### src/pio_pkg.sv
// pio_pkg: constants and types of the parallel I/O ports
// Behaviour
// - first port bit: 0 GPIO, 1 peripheral
// - GPIO direction bit: 0 input, 1 output
// - reset clears first port select and direction
// - data write always loads latch; outputs drive it
// - read: outputs give latch, inputs give pin
// - peripheral pin: direction from peripheral, not register
// - peripheral pin reads peripheral input or driver
// - GPIO pin feeds peripheral fixed substitute level
// - GPIO transmit clock pin: take receive clock
// - GPIO DMA request pin: request held low
// - second pins 7-0 like first; pin7 watchdog
// - GPIO second pins: timer inputs held low
// - input pin 8 feeds refresh request when selected
// - pins 11-8 follow direction; reset clears
// - reset clears global interrupt mode register
// - pins 11-8 same latch and read-back
// - input pins 11-8: falling edge requests interrupt
// - four requests fixed priority, each maskable
// - reserved bits read as zero
package pio_pkg;
  // ----------------------------------------------------------------
  // register map (byte addresses)
  // ----------------------------------------------------------------
  localparam int          ADDR_W      = 8;
  localparam logic [7:0]  OFF_PA_FSEL = 8'h00;
  localparam logic [7:0]  OFF_PA_DIR  = 8'h04;
  localparam logic [7:0]  OFF_PA_DATA = 8'h08;
  localparam logic [7:0]  OFF_PB_FSEL = 8'h0C;
  localparam logic [7:0]  OFF_PB_DIR  = 8'h10;
  localparam logic [7:0]  OFF_PB_DATA = 8'h14;
  localparam logic [7:0]  OFF_IMASK   = 8'h18;
  localparam logic [7:0]  OFF_GLOBAL_INTERRUPT_MODE_REGISTER    = 8'h1C;
  localparam logic [7:0]  OFF_SCR     = 8'h20;
  // ----------------------------------------------------------------
  // reset values
  // ----------------------------------------------------------------
  localparam logic [15:0] PA_FSEL_RST = 16'h0000;
  localparam logic [15:0] PA_DIR_RST  = 16'h0000;
  localparam logic [15:0] PA_LAT_RST  = 16'h0000;
  localparam logic [7:0]  PB_FSEL_RST = 8'h80;
  localparam logic [11:0] PB_DIR_RST  = 12'h000;
  localparam logic [11:0] PB_LAT_RST  = 12'h000;
  localparam logic [3:0]  IMASK_RST   = 4'h0;
  localparam logic        GLOBAL_INTERRUPT_MODE_REGISTER_RST    = 1'b0;
  localparam logic        SCR_RST     = 1'b0;
  // ----------------------------------------------------------------
  // fields and substitute levels
  // ----------------------------------------------------------------
  localparam logic [15:0] PA_SUB      = 16'h8000;
  localparam logic [7:0]  PB_SUB      = 8'h00;
  localparam int          PA_CHANNEL2_RECEIVE_CLOCK    = 2;
  localparam int          PA_CHANNEL2_TRANSMIT_CLOCK    = 3;
  localparam int          PA_RCLK3    = 10;
  localparam int          PA_TCLK3    = 11;
  localparam int          PA_DMA_REQUEST_INPUT     = 13;
  localparam int          PB_WATCHDOG_OUTPUT     = 7;
  localparam int          PB_RFSH     = 8;
  localparam int          GLOBAL_INTERRUPT_MODE_REGISTER_EN_BIT = 0;
  localparam int          SCR_RFSH_BIT = 0;
  localparam logic [1:0]  RESP_OKAY   = 2'h0;
  localparam logic [1:0]  RESP_SLVERR = 2'h2;
  // ----------------------------------------------------------------
  // bus carriers
  // ----------------------------------------------------------------
  typedef struct packed {
    logic              awvalid;
    logic [ADDR_W-1:0] awaddr;
    logic              wvalid;
    logic [31:0]       wdata;
    logic [3:0]        wstrb;
    logic              bready;
    logic              arvalid;
    logic [ADDR_W-1:0] araddr;
    logic              rready;
  } pio_axil_req_t;
  typedef struct packed {
    logic        awready;
    logic        wready;
    logic        bvalid;
    logic [1:0]  bresp;
    logic        arready;
    logic        rvalid;
    logic [31:0] rdata;
    logic [1:0]  rresp;
  } pio_axil_rsp_t;
endpackage

### src/pio_ports.sv
// pio_ports: two parallel I/O ports with AXI4-Lite register access
//
// The placing of the registers and the AXI4-Lite slave port were left to the implementer.
`timescale 1ns/1ps
module pio_ports (
  input  wire logic                   clk,
  input  wire logic                   resetn,
  input  wire pio_pkg::pio_axil_req_t axi_req,
  output pio_pkg::pio_axil_rsp_t      axi_rsp,
  input  wire logic [15:0]            pa_in,
  output logic [15:0]                 pa_out,
  output logic [15:0]                 pa_oe,
  input  wire logic [11:0]            pb_in,
  output logic [11:0]                 pb_out,
  output logic [11:0]                 pb_oe,
  input  wire logic [15:0]            pa_per_out,
  input  wire logic [15:0]            pa_per_oe,
  output logic [15:0]                 pa_per_in,
  input  wire logic [6:0]             pb_per_out,
  input  wire logic [6:0]             pb_per_oe,
  input  wire logic                   watchdog_output_n,
  output logic [7:0]                  pb_per_in,
  output logic                        refresh_req,
  output logic [3:0]                  pb_irq
);
  // ----------------------------------------------------------------
  // shared helpers
  // ----------------------------------------------------------------
  function automatic logic [15:0] merge16(input logic [15:0] old,
                                          input logic [31:0] d,
                                          input logic [3:0]  s);
    merge16 = {s[1] ? d[15:8] : old[15:8], s[0] ? d[7:0] : old[7:0]};
  endfunction

  // dedicated pins show the peripheral's driver or its input level
  function automatic logic [15:0] readback(input logic [15:0] fsel,
                                           input logic [15:0] dir,
                                           input logic [15:0] lat,
                                           input logic [15:0] pin,
                                           input logic [15:0] po,
                                           input logic [15:0] pe);
    logic [15:0] gp;
    logic [15:0] ded;
    gp       = (dir & lat) | (~dir & pin);
    ded      = (pe & po) | (~pe & pin);
    readback = (fsel & ded) | (~fsel & gp);
  endfunction

  // ----------------------------------------------------------------
  // state
  // ----------------------------------------------------------------
  logic [15:0]             pa_fsel_reg;
  logic [15:0]             pa_dir_reg;
  logic [15:0]             pa_lat_reg;
  logic [7:0]              pb_fsel_reg;
  logic [11:0]             pb_dir_reg;
  logic [11:0]             pb_lat_reg;
  logic [3:0]              imask_reg;
  logic                    global_interrupt_mode_register_reg;
  logic                    scr_reg;
  logic                    aw_have_reg;
  logic [pio_pkg::ADDR_W-1:0] aw_addr_reg;
  logic                    w_have_reg;
  logic [31:0]             w_data_reg;
  logic [3:0]              w_strb_reg;
  logic                    bvalid_reg;
  logic [1:0]              bresp_reg;
  logic                    rvalid_reg;
  logic [31:0]             rdata_reg;
  logic [1:0]              rresp_reg;
  logic [3:0]              sync1_reg;
  logic [3:0]              sync2_reg;
  logic [3:0]              sync3_reg;
  logic                    do_wr;
  logic                    wr_ok;
  logic [31:0]             rd_word;
  logic                    rd_ok;
  logic [15:0]             pb_fsel16;
  logic [15:0]             pb_po16;
  logic [15:0]             pb_pe16;
  logic [15:0]             pa_sub_next;
  logic [3:0]              fall;

  assign pb_fsel16 = {8'h00, pb_fsel_reg};
  // watchdog pin is open drain: only ever pulls low
  assign pb_po16   = {9'h000, pb_per_out};
  assign pb_pe16   = {8'h00, ~watchdog_output_n, pb_per_oe};

  // ----------------------------------------------------------------
  // AXI4-Lite write channel
  // ----------------------------------------------------------------
  assign do_wr = aw_have_reg & w_have_reg;

  always_comb begin
    unique case (aw_addr_reg)
      pio_pkg::OFF_PA_FSEL, pio_pkg::OFF_PA_DIR, pio_pkg::OFF_PA_DATA,
      pio_pkg::OFF_PB_FSEL, pio_pkg::OFF_PB_DIR, pio_pkg::OFF_PB_DATA,
      pio_pkg::OFF_IMASK, pio_pkg::OFF_GLOBAL_INTERRUPT_MODE_REGISTER, pio_pkg::OFF_SCR: wr_ok = 1'b1;
      default: wr_ok = 1'b0;
    endcase
  end

  always_ff @(posedge clk or negedge resetn) begin
    if (!resetn) begin
      aw_have_reg <= 1'b0;
      aw_addr_reg <= '0;
      w_have_reg  <= 1'b0;
      w_data_reg  <= 32'h0000_0000;
      w_strb_reg  <= 4'h0;
      bvalid_reg  <= 1'b0;
      bresp_reg   <= pio_pkg::RESP_OKAY;
    end else begin
      if (axi_req.awvalid && axi_rsp.awready) begin
        aw_have_reg <= 1'b1;
        aw_addr_reg <= axi_req.awaddr;
      end
      if (axi_req.wvalid && axi_rsp.wready) begin
        w_have_reg <= 1'b1;
        w_data_reg <= axi_req.wdata;
        w_strb_reg <= axi_req.wstrb;
      end
      if (do_wr) begin
        aw_have_reg <= 1'b0;
        w_have_reg  <= 1'b0;
        bvalid_reg  <= 1'b1;
        bresp_reg   <= wr_ok ? pio_pkg::RESP_OKAY : pio_pkg::RESP_SLVERR;
      end else if (bvalid_reg && axi_req.bready) begin
        bvalid_reg <= 1'b0;
      end
    end
  end

  // ----------------------------------------------------------------
  // register file
  // ----------------------------------------------------------------
  always_ff @(posedge clk or negedge resetn) begin
    if (!resetn) begin
      pa_fsel_reg <= pio_pkg::PA_FSEL_RST;
      pa_dir_reg  <= pio_pkg::PA_DIR_RST;
      pa_lat_reg  <= pio_pkg::PA_LAT_RST;
      pb_fsel_reg <= pio_pkg::PB_FSEL_RST;
      pb_dir_reg  <= pio_pkg::PB_DIR_RST;
      pb_lat_reg  <= pio_pkg::PB_LAT_RST;
      imask_reg   <= pio_pkg::IMASK_RST;
      global_interrupt_mode_register_reg    <= pio_pkg::GLOBAL_INTERRUPT_MODE_REGISTER_RST;
      scr_reg     <= pio_pkg::SCR_RST;
    end else if (do_wr) begin
      unique case (aw_addr_reg)
        pio_pkg::OFF_PA_FSEL: pa_fsel_reg <= merge16(pa_fsel_reg, w_data_reg, w_strb_reg);
        pio_pkg::OFF_PA_DIR:  pa_dir_reg  <= merge16(pa_dir_reg, w_data_reg, w_strb_reg);
        // the latch loads whatever the pin mode
        pio_pkg::OFF_PA_DATA: pa_lat_reg  <= merge16(pa_lat_reg, w_data_reg, w_strb_reg);
        pio_pkg::OFF_PB_FSEL: pb_fsel_reg <= w_strb_reg[0] ? w_data_reg[7:0] : pb_fsel_reg;
        pio_pkg::OFF_PB_DIR:
          pb_dir_reg <= 12'(merge16({4'h0, pb_dir_reg}, w_data_reg, w_strb_reg));
        pio_pkg::OFF_PB_DATA:
          pb_lat_reg <= 12'(merge16({4'h0, pb_lat_reg}, w_data_reg, w_strb_reg));
        pio_pkg::OFF_IMASK: imask_reg <= w_strb_reg[0] ? w_data_reg[3:0] : imask_reg;
        pio_pkg::OFF_GLOBAL_INTERRUPT_MODE_REGISTER:
          global_interrupt_mode_register_reg <= w_strb_reg[0] ? w_data_reg[pio_pkg::GLOBAL_INTERRUPT_MODE_REGISTER_EN_BIT] : global_interrupt_mode_register_reg;
        pio_pkg::OFF_SCR:
          scr_reg <= w_strb_reg[0] ? w_data_reg[pio_pkg::SCR_RFSH_BIT] : scr_reg;
        default: ;
      endcase
    end
  end

  // ----------------------------------------------------------------
  // AXI4-Lite read channel
  // ----------------------------------------------------------------
  always_comb begin
    rd_word = 32'h0000_0000;
    rd_ok   = 1'b1;
    unique case (axi_req.araddr)
      pio_pkg::OFF_PA_FSEL: rd_word[15:0] = pa_fsel_reg;
      pio_pkg::OFF_PA_DIR:  rd_word[15:0] = pa_dir_reg;
      pio_pkg::OFF_PA_DATA:
        rd_word[15:0] = readback(pa_fsel_reg, pa_dir_reg, pa_lat_reg,
                                 pa_in, pa_per_out, pa_per_oe);
      pio_pkg::OFF_PB_FSEL: rd_word[7:0]  = pb_fsel_reg;
      pio_pkg::OFF_PB_DIR:  rd_word[11:0] = pb_dir_reg;
      pio_pkg::OFF_PB_DATA:
        rd_word[11:0] = 12'(readback(pb_fsel16, {4'h0, pb_dir_reg}, {4'h0, pb_lat_reg},
                                     {4'h0, pb_in}, pb_po16, pb_pe16));
      pio_pkg::OFF_IMASK: rd_word[3:0] = imask_reg;
      pio_pkg::OFF_GLOBAL_INTERRUPT_MODE_REGISTER:  rd_word[pio_pkg::GLOBAL_INTERRUPT_MODE_REGISTER_EN_BIT] = global_interrupt_mode_register_reg;
      pio_pkg::OFF_SCR:   rd_word[pio_pkg::SCR_RFSH_BIT] = scr_reg;
      default: rd_ok = 1'b0;
    endcase
  end

  always_ff @(posedge clk or negedge resetn) begin
    if (!resetn) begin
      rvalid_reg <= 1'b0;
      rdata_reg  <= 32'h0000_0000;
      rresp_reg  <= pio_pkg::RESP_OKAY;
    end else if (axi_req.arvalid && axi_rsp.arready) begin
      rvalid_reg <= 1'b1;
      rdata_reg  <= rd_word;
      rresp_reg  <= rd_ok ? pio_pkg::RESP_OKAY : pio_pkg::RESP_SLVERR;
    end else if (rvalid_reg && axi_req.rready) begin
      rvalid_reg <= 1'b0;
    end
  end

  always_comb begin
    axi_rsp.awready = ~aw_have_reg & ~bvalid_reg;
    axi_rsp.wready  = ~w_have_reg & ~bvalid_reg;
    axi_rsp.bvalid  = bvalid_reg;
    axi_rsp.bresp   = bresp_reg;
    axi_rsp.arready = ~rvalid_reg;
    axi_rsp.rvalid  = rvalid_reg;
    axi_rsp.rdata   = rdata_reg;
    axi_rsp.rresp   = rresp_reg;
  end

  // ----------------------------------------------------------------
  // pin drivers
  // ----------------------------------------------------------------
  always_ff @(posedge clk or negedge resetn) begin
    if (!resetn) begin
      pa_out <= 16'h0000;
      pa_oe  <= 16'h0000;
      pb_out <= 12'h000;
      pb_oe  <= 12'h000;
    end else begin
      pa_out <= (pa_fsel_reg & pa_per_out) | (~pa_fsel_reg & pa_lat_reg);
      pa_oe  <= (pa_fsel_reg & pa_per_oe) | (~pa_fsel_reg & pa_dir_reg);
      pb_out <= 12'((pb_fsel16 & pb_po16) | (~pb_fsel16 & {4'h0, pb_lat_reg}));
      pb_oe  <= 12'((pb_fsel16 & pb_pe16) | (~pb_fsel16 & {4'h0, pb_dir_reg}));
    end
  end

  // ----------------------------------------------------------------
  // peripheral inputs with substitution
  // ----------------------------------------------------------------
  always_comb begin
    pa_sub_next = (pa_fsel_reg & pa_in) | (~pa_fsel_reg & pio_pkg::PA_SUB);
    // one external clock then serves receiver and transmitter
    if (!pa_fsel_reg[pio_pkg::PA_CHANNEL2_TRANSMIT_CLOCK]) begin
      pa_sub_next[pio_pkg::PA_CHANNEL2_TRANSMIT_CLOCK] = pa_sub_next[pio_pkg::PA_CHANNEL2_RECEIVE_CLOCK];
    end
    if (!pa_fsel_reg[pio_pkg::PA_TCLK3]) begin
      pa_sub_next[pio_pkg::PA_TCLK3] = pa_sub_next[pio_pkg::PA_RCLK3];
    end
  end

  always_ff @(posedge clk or negedge resetn) begin
    if (!resetn) begin
      pa_per_in   <= 16'h0000;
      pb_per_in   <= 8'h00;
      refresh_req <= 1'b0;
    end else begin
      pa_per_in   <= pa_sub_next;
      pb_per_in   <= (pb_fsel_reg & pb_in[7:0]) | (~pb_fsel_reg & pio_pkg::PB_SUB);
      refresh_req <= scr_reg & ~pb_dir_reg[pio_pkg::PB_RFSH] & pb_in[pio_pkg::PB_RFSH];
    end
  end

  // ----------------------------------------------------------------
  // falling-edge requests on pins 11-8
  // ----------------------------------------------------------------
  // edges are taken after the second flop so a slow edge yields one pulse
  assign fall = sync3_reg & ~sync2_reg & ~pb_dir_reg[11:8];

  always_ff @(posedge clk or negedge resetn) begin
    if (!resetn) begin
      sync1_reg <= 4'h0;
      sync2_reg <= 4'h0;
      sync3_reg <= 4'h0;
      pb_irq    <= 4'h0;
    end else begin
      sync1_reg <= pb_in[11:8];
      sync2_reg <= sync1_reg;
      sync3_reg <= sync2_reg;
      // bit 0 is pin 8 (lowest priority) up to bit 3, pin 11
      pb_irq    <= fall & imask_reg & {4{global_interrupt_mode_register_reg}};
    end
  end
endmodule // pio_ports

### config.mk
export PLATFORM = sky130hd
export DESIGN_NAME = pio_ports
export DESIGN_NICKNAME = d
export VERILOG_FILES = /design/src/pio_pkg.sv /design/src/pio_ports.sv
export SDC_FILE = /design/constraint.sdc
export NUM_CORES = 1
export LEC_CHECK = 0
export BUFFER_PORTS_ARGS = -buffer_cell sky130_fd_sc_hd__buf_2
export CAP_MARGIN = 20
export CORE_UTILIZATION = 48
export DETAILED_ROUTE_END_ITERATION = 7
export GPL_ROUTABILITY_DRIVEN = 0
export PLACE_DENSITY_LB_ADDON = 0.05
export SLEW_MARGIN = 25
export SYNTH_ARGS = -nofsm -noshare
export SYNTH_HDL_FRONTEND = slang
export SYNTH_SLANG_ARGS = --single-unit
### constraint.sdc
create_clock -name clk -period 1.7 [get_ports clk]
set_input_delay 0.255 -clock clk [delete_from_list [all_inputs] [get_ports clk]]
set_output_delay 0.255 -clock clk [all_outputs]
set_load 0.005 [all_outputs]
==> flow_metrics.py, run 1 <==
metrics = {
    "finish": {
        "nets": 1293,
        "syn_to_final_growth_pct": 39.85,
        "mostFrequentLayoutCells": "229 x dfrtp_1, 222 x buf_2, 163 x mux2_2",
        "layout_commonest_cell": "dfrtp_1",
        "drive_above_1_share": 0.4485,
        "fin_area_sq_mm": 0.01373,
        "multiInputGateArea_sq_mm": 0.003966,
        "fillers": 1477,
        "ff_latch_area_sq_mm": 0.005783,
    },
    "detailed_routing": {
        "via_per_inst": 5.285,
        "drt_pre_antenna_iters": 6,
        "ant_nets": 0,
        "via_count": 7615,
        "wirelength_um": 26520,
        "avgRoutedWirePerCell_um": 18.41,
        "route.detailed.drc": 0,
        "drt-initial-drc-count": 379,
    },
    "setup_path": {
        "critPathArrivalTime_ns": 2.23,
        "max_stage_delay_ns": 0.58,
        "cp_top_family": "simple AND/OR/NAND/NOR gates",
        "cp.required_ns": 2.10,
        "r2r-end": "pb_fsel_reg[3]",
        "crit_path_start_kind": "flip-flop",
        "reg2reg_setup_slack_ns": -0.13,
        "crit_type": "flip-flop to flip-flop",
        "path_buf_inv": 0,
        "end_kind": "flip-flop",
        "rr_worst_depth": 4,
        "cp_max_fo": 8,
        "cp_slowest_cell": "or4_4",
        "r2r_start": "aw_addr_reg[4]",
        "worstPathCellList": "or4_4, nor2_4, nand4_4, mux2_2",
    },
    "worst_hold_path": {
        "hp-class": "primary input to flip-flop",
        "min_from": "pa_per_oe[5]",
        "hold_end": "pa_oe[5]",
        "hold_depth": 2,
    },
    "synthesis": {
        "async_flop_share": 1.000,
        "synth_edf_count": 0,
        "syn_avg_cell_area_sq_um": 12.89,
        "yosysWarnings": 0,
        "yosysUniqueCellTypes": 61,
        "synth_seq_area_share": 0.5887,
        "ys_ff_latch": 231,
        "syn_area_sq_mm": 0.009821,
        "synth_ff_type": "dfrtp_1",
        "netlist_instances": 762,
    },
    "timing": {
        "timing_hold_violations_final": 0,
        "finalMaxSlewViolations": 0,
        "rsz0062_at_grt": "true",
        "tightest_slew_ns": 0.5762,
        "period_needed_ns": 1.827,
        "fin_crit_sh": 1.075,
        "finClkSkew_ns": 0.009800,
        "slew_headroom": 0.6129,
        "setup_tns_ns": -2.627,
        "setup_viol": 41,
        "fin_ws_ns": -0.1273,
        "fmax_mhz": 547.2,
    },
    "clocking": {
        "numCtsBuffers": 25,
        "cts.sinks": 231,
        "path_clk_slew_ns": 0.06,
        "clockBufferDepth": 3,
        "cts_tree": "yes",
        "cts_max_level": 1,
        "clock_latency_ns": 0.52,
        "root_buffer": "clkbuf_16",
    },
    "floorplan": {
        "num_io_pins": 260,
        "die_w_um": 145.0,
        "start_util": 0.4965,
        "dieArea_sq_mm": 0.02104,
        "core_sq_mm": 0.01978,
        "die_y_um": 145.0,
        "rows": 51,
    },
    "grt": {
        "antenna_found_initial": 0,
        "grt.total_usage": 0.2574,
        "grt_max_degree": 54,
        "grt_pass1_wl_um": 42250,
        "gr-total-overflow": 0,
        "grt_pass1_vias": 7762,
    },
    "power_and_ir_drop": {
        "pwr_density_cell_mw_per_mm2": 1119,
        "leakage_uw": 0.006911,
        "vdd_drop_max_v": 0.0009526,
        "comb_power_share": 0.182,
        "p_seq_frac": 0.463,
        "p_switching_uw": 4131,
        "p_int_uw": 11240,
        "switching_share": 0.2688,
        "p_clk_frac": 0.355,
    },
    "placement": {
        "portBuffers": 223,
        "hpwl_um": 18370,
        "place_area_sq_mm": 0.01180,
    },
    "flow_run": {
        "cap_violations": 0,
    },
    "run_status": {
        "violations": "negative setup slack",
        "status": "finished, violations left",
    },
}
## how the worst max path moves through the flow
| stage | start | endpoint | slack, ns | cells after the start |
|---|---|---|---|---|
| 2_1_floorplan | axi_req[1] | rdata_reg[10] | 0.002 | 7 |
| 3_3_place_gp | axi_req[6] | rdata_reg[10] | -0.16 | 7 |
| 3_5_place_dp | axi_req[6] | rdata_reg[1] | -0.18 | 7 |
| 4_1_cts | aw_addr_reg[4] | pb_fsel_reg[6] | -0.15 | 4 |
| 5_1_grt | aw_addr_reg[4] | pb_fsel_reg[3] | -0.18 | 4 |
| 6_report | aw_addr_reg[4] | pb_fsel_reg[3] | -0.13 | 4 |
## synth_stat cells (all sizes together), types with 6 or more instances
master	instances	share of area
dfrtp	230	0.59
mux2	163	0.19
nand2	50	0.019
o21ai	34	0.017
nor2	33	0.013
buf	29	0.019
and2	25	0.016
inv	17	0.0065
a21oi	14	0.0071
clkbuf	11	0.0042
nand3	10	0.0051
mux2i	9	0.0092
nand2b	9	0.0057
nor3	9	0.0046
a31oi	7	0.0045
nor4b	7	0.0090
a22oi	6	0.0046
nand3b	6	0.0046
nor2b	6	0.0038
nor3b	6	0.0046
o32ai	6	0.0054
## cells by family (layout without fill, tap and decap cells)
logic type	count (synthesis)	in the layout	share of synthesized area
compound gates	109	109	0.07377
simple gates	192	192	0.1108
other cells	1	19	0.0003818
flops	231	231	0.5887
mux	172	172	0.1961
buf+inv	57	453	0.03019
## final cells by class
class | instances | share of cell area
flip-flops and latches | 231 | 0.4211
multi-input cells | 491 | 0.2888
repair buffers | 393 | 0.2006
clock buffers | 39 | 0.05521
well taps | 265 | 0.02414
clock inverters | 4 | 0.005375
inverters | 17 | 0.004646
diodes | 1 | 0.0001822
## stage by stage
stage | std cells | setup slack [ns] | power [uW] | hold slack, ns | utilization
2_1_floorplan | 779 | 0.001969 | 8365 | -0.04059 | -
3_3_place_gp | 1298 | -0.1584 | 9680 | 0.2066 | 0.5963
3_5_place_dp | 1298 | -0.1803 | 9728 | 0.2056 | 0.5963
4_1_cts | 1439 | -0.1513 | 15420 | 0.0006133 | 0.6887
5_1_grt | 1440 | -0.1828 | 16090 | 0.007730 | 0.6942
6_report | 1441 | -0.1273 | 15370 | 0.01752 | 0.6943
## metal layers
metal / routed length (um) / vias up / GRT usage
met5: 0 / - / 0
met4: 562 / 0 / 0.06383
met3: 1333 / 42 / 0.03805
met2: 12880 / 252 / 0.4325
met1: 11750 / 3794 / 0.3503
li1: - / 3527 / -
## power groups by stage
stage	combinational, uW	sequential (uW)	clock, uW
final	2800	7120	5450
after global routing	3050	7250	5790
after CTS	2750	7090	5590
after detailed placement	2540	7180	0
after global placement	2500	7180	0
after floorplan	1410	6960	0
## what timing repair did
action                                 in CTS  in global routing
resized for setup                           3                 19
setup buffers                               2                  1
pin swaps                                   2                  2
setup endpoints to repair                  65                 86
endpoints found under the hold margin     142                  0
hold buffers                               96                  0
(Power assumes the default switching activity.)
==> run 2: changes to the inputs <==
ABC_AREA = 1   (was not set)
BUFFER_PORTS_ARGS = not set   (was -buffer_cell sky130_fd_sc_hd__buf_2)
CORE_UTILIZATION = 57   (was 48)
DONT_BUFFER_PORTS = 1   (was not set)
==> flow_metrics.py, run 2 <==
metrics = {
    "run_status": {
        "status": "finished, violations left",
        "violations": "negative hold slack",
    },
    "setup_path": {
        "critPathArrivalTime_ns": 1.97,
        "path_buf_inv": 1,
        "r2r_start": "bvalid_reg",
        "reg2reg_setup_slack_ns": 0.12,
        "cp_slowest_cell": "dlygate4sd3_1",
        "cp_max_fo": 5,
        "cp_top_family": "buffers and inverters",
        "startpoint": "bvalid_reg",
        "end_kind": "flip-flop",
        "cp.required_ns": 2.10,
        "cpMostUsedCell": "nor2_1",
        "worstPathCellList": "nor2_1, nand2_2, nor2_1, dlygate4sd3_1, a21oi_1",
        "rr_worst_depth": 5,
        "crit_path_start_kind": "flip-flop",
        "max_stage_delay_ns": 0.56,
        "r2r-end": "w_strb_reg[0]",
        "crit_type": "flip-flop to flip-flop",
    },
    "floorplan": {
        "num_io_pins": 260,
        "start_util": 0.5888,
        "dieArea_sq_mm": 0.01853,
        "rows": 48,
        "core_sq_mm": 0.01742,
        "die_y_um": 136.1,
        "die_w_um": 136.1,
    },
    "finish": {
        "post-route-util": 0.7101,
        "fin_area_sq_mm": 0.01237,
        "fillers": 1421,
        "multiInputGateArea_sq_mm": 0.003582,
        "diodes": 0,
        "layout_commonest_cell": "nand2_1",
        "mostFrequentLayoutCells": "382 x nand2_1, 230 x dfrtp_1, 168 x inv_1",
        "drive_above_1_share": 0.08284,
        "nets": 1483,
        "syn_to_final_growth_pct": 20.61,
        "ff_latch_area_sq_mm": 0.005782,
    },
    "synthesis": {
        "yosysUniqueCellTypes": 30,
        "syn_avg_cell_area_sq_um": 8.358,
        "synth_edf_count": 0,
        "ys_ff_latch": 231,
        "netlist_instances": 1227,
        "synth.top_cell.area_share": 0.5612,
        "syn_area_sq_mm": 0.01025,
        "yosysWarnings": 0,
        "synth_ff_type": "dfrtp_1",
        "async_flop_share": 1.000,
        "synth_seq_area_share": 0.5638,
        "yosysMostFrequentCell": "nand2_1",
        "yosysTopAreaCell": "dfrtp_1",
        "synth_common_cells": "383 x nand2_1, 230 x dfrtp_1, 169 x inv_1",
        "synth_area_leaders": "dfrtp_1 56%, nand2_1 14%, o21ai_0 6.4%",
    },
    "timing": {
        "fin_crit_sh": 0.9292,
        "timing_hold_violations_final": 231,
        "slew_headroom": 0.6450,
        "finalMaxSlewViolations": 0,
        "period_needed_ns": 1.580,
        "whs_ns": -0.5545,
        "tightest_slew_ns": 0.5312,
        "rsz0062_at_grt": "true",
        "finClkSkew_ns": 0.01410,
        "setup_tns_ns": 0,
        "fmax_mhz": 633.1,
        "setup_viol": 0,
    },
    "clocking": {
        "post_cts.repair.setup_buffers": 0,
        "clockBufferDepth": 3,
        "ctsHoldBuffers": 106,
        "numCtsBuffers": 24,
        "root_buffer": "clkbuf_16",
        "cts.sinks": 231,
        "cts_tree": "yes",
        "cts_max_level": 1,
        "clock_latency_ns": 0.51,
        "path_clk_slew_ns": 0.06,
    },
    "detailed_routing": {
        "via_per_inst": 5.217,
        "drt-initial-drc-count": 601,
        "route.detailed.drc": 0,
        "via_count": 8290,
        "wirelength_um": 26190,
        "avgRoutedWirePerCell_um": 16.48,
        "ant_nets": 0,
        "drt_pre_antenna_iters": 5,
    },
    "placement": {
        "place_area_sq_mm": 0.01052,
        "portBuffers": 0,
        "hpwl_um": 17640,
    },
    "grt": {
        "gr-total-overflow": 0,
        "antenna_found_initial": 0,
        "grt.total_usage": 0.2890,
        "grt_max_degree": 232,
        "grt_pass1_vias": 8055,
        "grt_pass1_wl_um": 41390,
    },
    "power_and_ir_drop": {
        "vdd_drop_max_v": 0.0009110,
        "total_power_uw": 13390,
        "leakage_uw": 0.006185,
        "pwr_density_cell_mw_per_mm2": 1083,
    },
    "worst_hold_path": {
        "hp-class": "primary input to async pin",
    },
    "flow_run": {
        "cap_violations": 0,
    },
}
[run 2: cell type report]
type,instances,share of cell area
Inverter,173,0.05250
Clock inverter,5,0.004047
Tap cell,225,0.02276
Sequential cell,231,0.4675
Clock buffer,36,0.05797
Timing Repair Buffer,132,0.1056
Multi-Input combinational cell,787,0.2896
[run 2: worst reg2reg max path, cell delays in order (launching register included)]
cell,delay (ns)
dfrtp_1,0.42
nor2_1,0.21
nand2_2,0.13
nor2_1,0.11
dlygate4sd3_1,0.56
a21oi_1,0.04
[run 2: timing repair]
action | in CTS | in global routing
endpoints found under the setup margin | 0 | 42
endpoints found under the hold margin | 335 | 231
gates resized for setup | 0 | 6
[run 2: cell families (layout without fill, tap and decap cells)]
logic type      Yosys count  in the layout  share of synthesized area
simple gates            547            547                     0.2186
flops                   231            231                     0.5638
buf+inv                 226            346                    0.09517
compound gates          218            218                     0.1176
mux                       4              4                   0.004392
other cells               1             18                  0.0003657
[run 2: where the power goes]
part           switching (uW)  internal, uW
combinational            1150           634
clock                    2080          3040
sequential                425          6060
total                    3660          9740
[run 2: per-stage QoR]
step / instances / hold WS [ns] / setup slack (ns)
finish: 1589 / -0.5545 / 0.1204
global route: 1589 / -0.5774 / -0.009552
CTS: 1589 / -0.5774 / 0.03244
detailed placement: 1442 / -0.03605 / 0.05928
global placement: 1442 / -0.03449 / 0.08968
floorplan: 1244 / -0.04059 / 0.2477
[run 2: worst max path at each step]
stage,end,cells past startpoint
floorplan,pa_fsel_reg[6],9
global placement,rdata_reg[6],7
detailed placement,pb_dir_reg[6],8
CTS,pb_dir_reg[6],8
global route,pa_dir_reg[11],8
finish,w_strb_reg[0],5
[run 2: per-layer routing]
metal / global-route usage / part of all wire / vias up
met4: 0.08395 / 0.027 / 0
li1: - / - / 4041
met3: 0.05667 / 0.072 / 48
met1: 0.3902 / 0.43 / 3902
met2: 0.4735 / 0.47 / 299
met5: 0 / 0 / -
==> run 3: changes to the inputs <==
CORE_UTILIZATION = 45   (was 57)
==> flow_metrics.py, run 3 (synthesis gave the netlist of run 2 again) <==
metrics = {
    "run_status": {
        "status": "finished, violations left",
        "violations": "negative hold slack",
    },
    "floorplan": {
        "start_util": 0.4642,
        "dieArea_sq_mm": 0.02340,
        "core_sq_mm": 0.02209,
        "num_io_pins": 260,
        "rows": 54,
        "die_w_um": 153.0,
        "die_y_um": 153.0,
    },
    "setup_path": {
        "max_stage_delay_ns": 0.38,
        "worstPathCellList": "nor2_1, nand3_1, inv_1, nand2_1, inv_1, nand2_4, nand2_1, o21ai_0",
        "cp.required_ns": 2.09,
        "end_kind": "flip-flop",
        "cp_slowest_cell": "dfrtp_1",
        "crit_type": "flip-flop to flip-flop",
        "cp_max_fo": 16,
        "crit_path_start_kind": "flip-flop",
        "critPathArrivalTime_ns": 1.97,
    },
    "timing": {
        "tightest_slew_ns": 0.8231,
        "fmax_mhz": 632.7,
        "setup_tns_ns": 0,
        "timing_hold_violations_final": 231,
        "period_needed_ns": 1.581,
        "finalMaxSlewViolations": 0,
        "whs_ns": -0.5699,
        "fin_crit_sh": 0.9297,
        "rsz0062_at_grt": "false",
        "slew_headroom": 0.4512,
        "setup_viol": 0,
        "finClkSkew_ns": 0.01193,
    },
    "clocking": {
        "path_clk_slew_ns": 0.06,
        "cts_max_level": 1,
        "ctsHoldBuffers": 105,
        "root_buffer": "clkbuf_16",
        "cts.sinks": 231,
        "post_cts.repair.setup_buffers": 0,
        "numCtsBuffers": 26,
        "clockBufferDepth": 3,
        "clock_latency_ns": 0.53,
        "cts_tree": "yes",
    },
    "detailed_routing": {
        "avgRoutedWirePerCell_um": 16.48,
        "wirelength_um": 27290,
        "ant_nets": 0,
        "drt_pre_antenna_iters": 5,
        "via_count": 8156,
        "drt-initial-drc-count": 418,
        "route.detailed.drc": 0,
        "via_per_inst": 4.925,
    },
    "power_and_ir_drop": {
        "p_int_uw": 10050,
        "leakage_uw": 0.006276,
        "vdd_drop_max_v": 0.0007720,
        "switching_share": 0.2732,
        "pwr_density_cell_mw_per_mm2": 1099,
        "comb_power_share": 0.132,
        "total_power_uw": 13820,
        "p_switching_uw": 3776,
        "p_clk_frac": 0.399,
        "p_seq_frac": 0.468,
    },
    "finish": {
        "ff_latch_area_sq_mm": 0.005782,
        "mostFrequentLayoutCells": "381 x nand2_1, 230 x dfrtp_1, 169 x inv_1",
        "nets": 1491,
        "syn_to_final_growth_pct": 22.66,
        "diodes": 0,
        "drive_above_1_share": 0.08721,
        "layout_commonest_cell": "nand2_1",
        "multiInputGateArea_sq_mm": 0.003597,
        "fillers": 2045,
        "fin_area_sq_mm": 0.01258,
    },
    "grt": {
        "antenna_found_initial": 1,
        "grt_pass1_wl_um": 43480,
        "grt.total_usage": 0.2379,
        "grt_max_degree": 232,
        "grt_pass1_vias": 7987,
        "gr-total-overflow": 0,
    },
    "placement": {
        "hpwl_um": 18640,
        "portBuffers": 0,
        "place_area_sq_mm": 0.01066,
    },
    "worst_hold_path": {
        "hp-class": "primary input to async pin",
    },
    "flow_run": {
        "cap_violations": 0,
    },
}
==> run 3: cell types whose count changed in the layout (fill, tap and decap cells not counted), sizes merged <==
cell	previous run	this run
clkbuf	36	41
bufinv	1	2
buf	26	33
dlygate4sd3	106	105
==> run 3: critical path: cells and delay by family, from the launching register on <==
kind	cells	cell delay, ns
compound gates	1	0.08
buf+inv	2	0.27
flops	1	0.38
simple gates	5	0.71
==> run 3: per-stage QoR <==
step	util	std cells	hold WS, ns	setup slack (ns)
5_1_grt	0.5693	1656	-0.5914	0.002230
6_report	0.5693	1656	-0.5699	0.1195
2_1_floorplan	-	1244	-0.04059	0.2477
3_5_place_dp	0.4823	1504	-0.03391	0.05334
4_1_cts	0.5678	1656	-0.5906	0.03805
3_3_place_gp	0.4823	1504	-0.03525	0.1093
==> run 3: path summary, 6_finish.rpt <==
kind,depth (start not counted),slack (ns),endpoint,startpoint
max,8,0.12,pb_dir_reg[5],aw_addr_reg[7]
min,0,-0.57,pb_per_in[2],resetn
max reg2reg,8,0.12,pb_dir_reg[5],aw_addr_reg[7]
min reg2reg,0,0.34,sync2_reg[2],sync1_reg[2]
max in group asynchronous,0,1.58,aw_addr_reg[5],resetn
min in group clk,4,0.05,rresp_reg[1],axi_req[1]
==> run 3: repair_timing <==
item,CTS,global route
hold endpoints to repair,336,231
endpoints found under the setup margin,0,40
resized for setup,0,7
==> run 3: metal layers <==
metal  track usage  up-vias  part of all wire
li1              -     4056                 -
met1        0.3143     3834              0.44
met2        0.3980      222              0.48
met3       0.04621       42             0.053
met5             0        -           0.00048
met4       0.06926        2             0.025
==> run 3: area by class of cell <==
class	instances	share of cell area
Clock inverter	6	0.006366
Tap cell	280	0.02785
Clock buffer	41	0.06028
Multi-Input combinational cell	787	0.2860
Sequential cell	231	0.4597
Inverter	173	0.05163
Timing Repair Buffer	138	0.1082
==> run 3: power by group through the flow <==
stage / sequential, uW / clock, uW / combinational (uW)
finish: 6470 / 5520 / 1830
global route: 6540 / 5840 / 2080
CTS: 6470 / 5650 / 1820
detailed placement: 6560 / 0 / 1620
global placement: 6550 / 0 / 1580
floorplan: 6450 / 0 / 1220
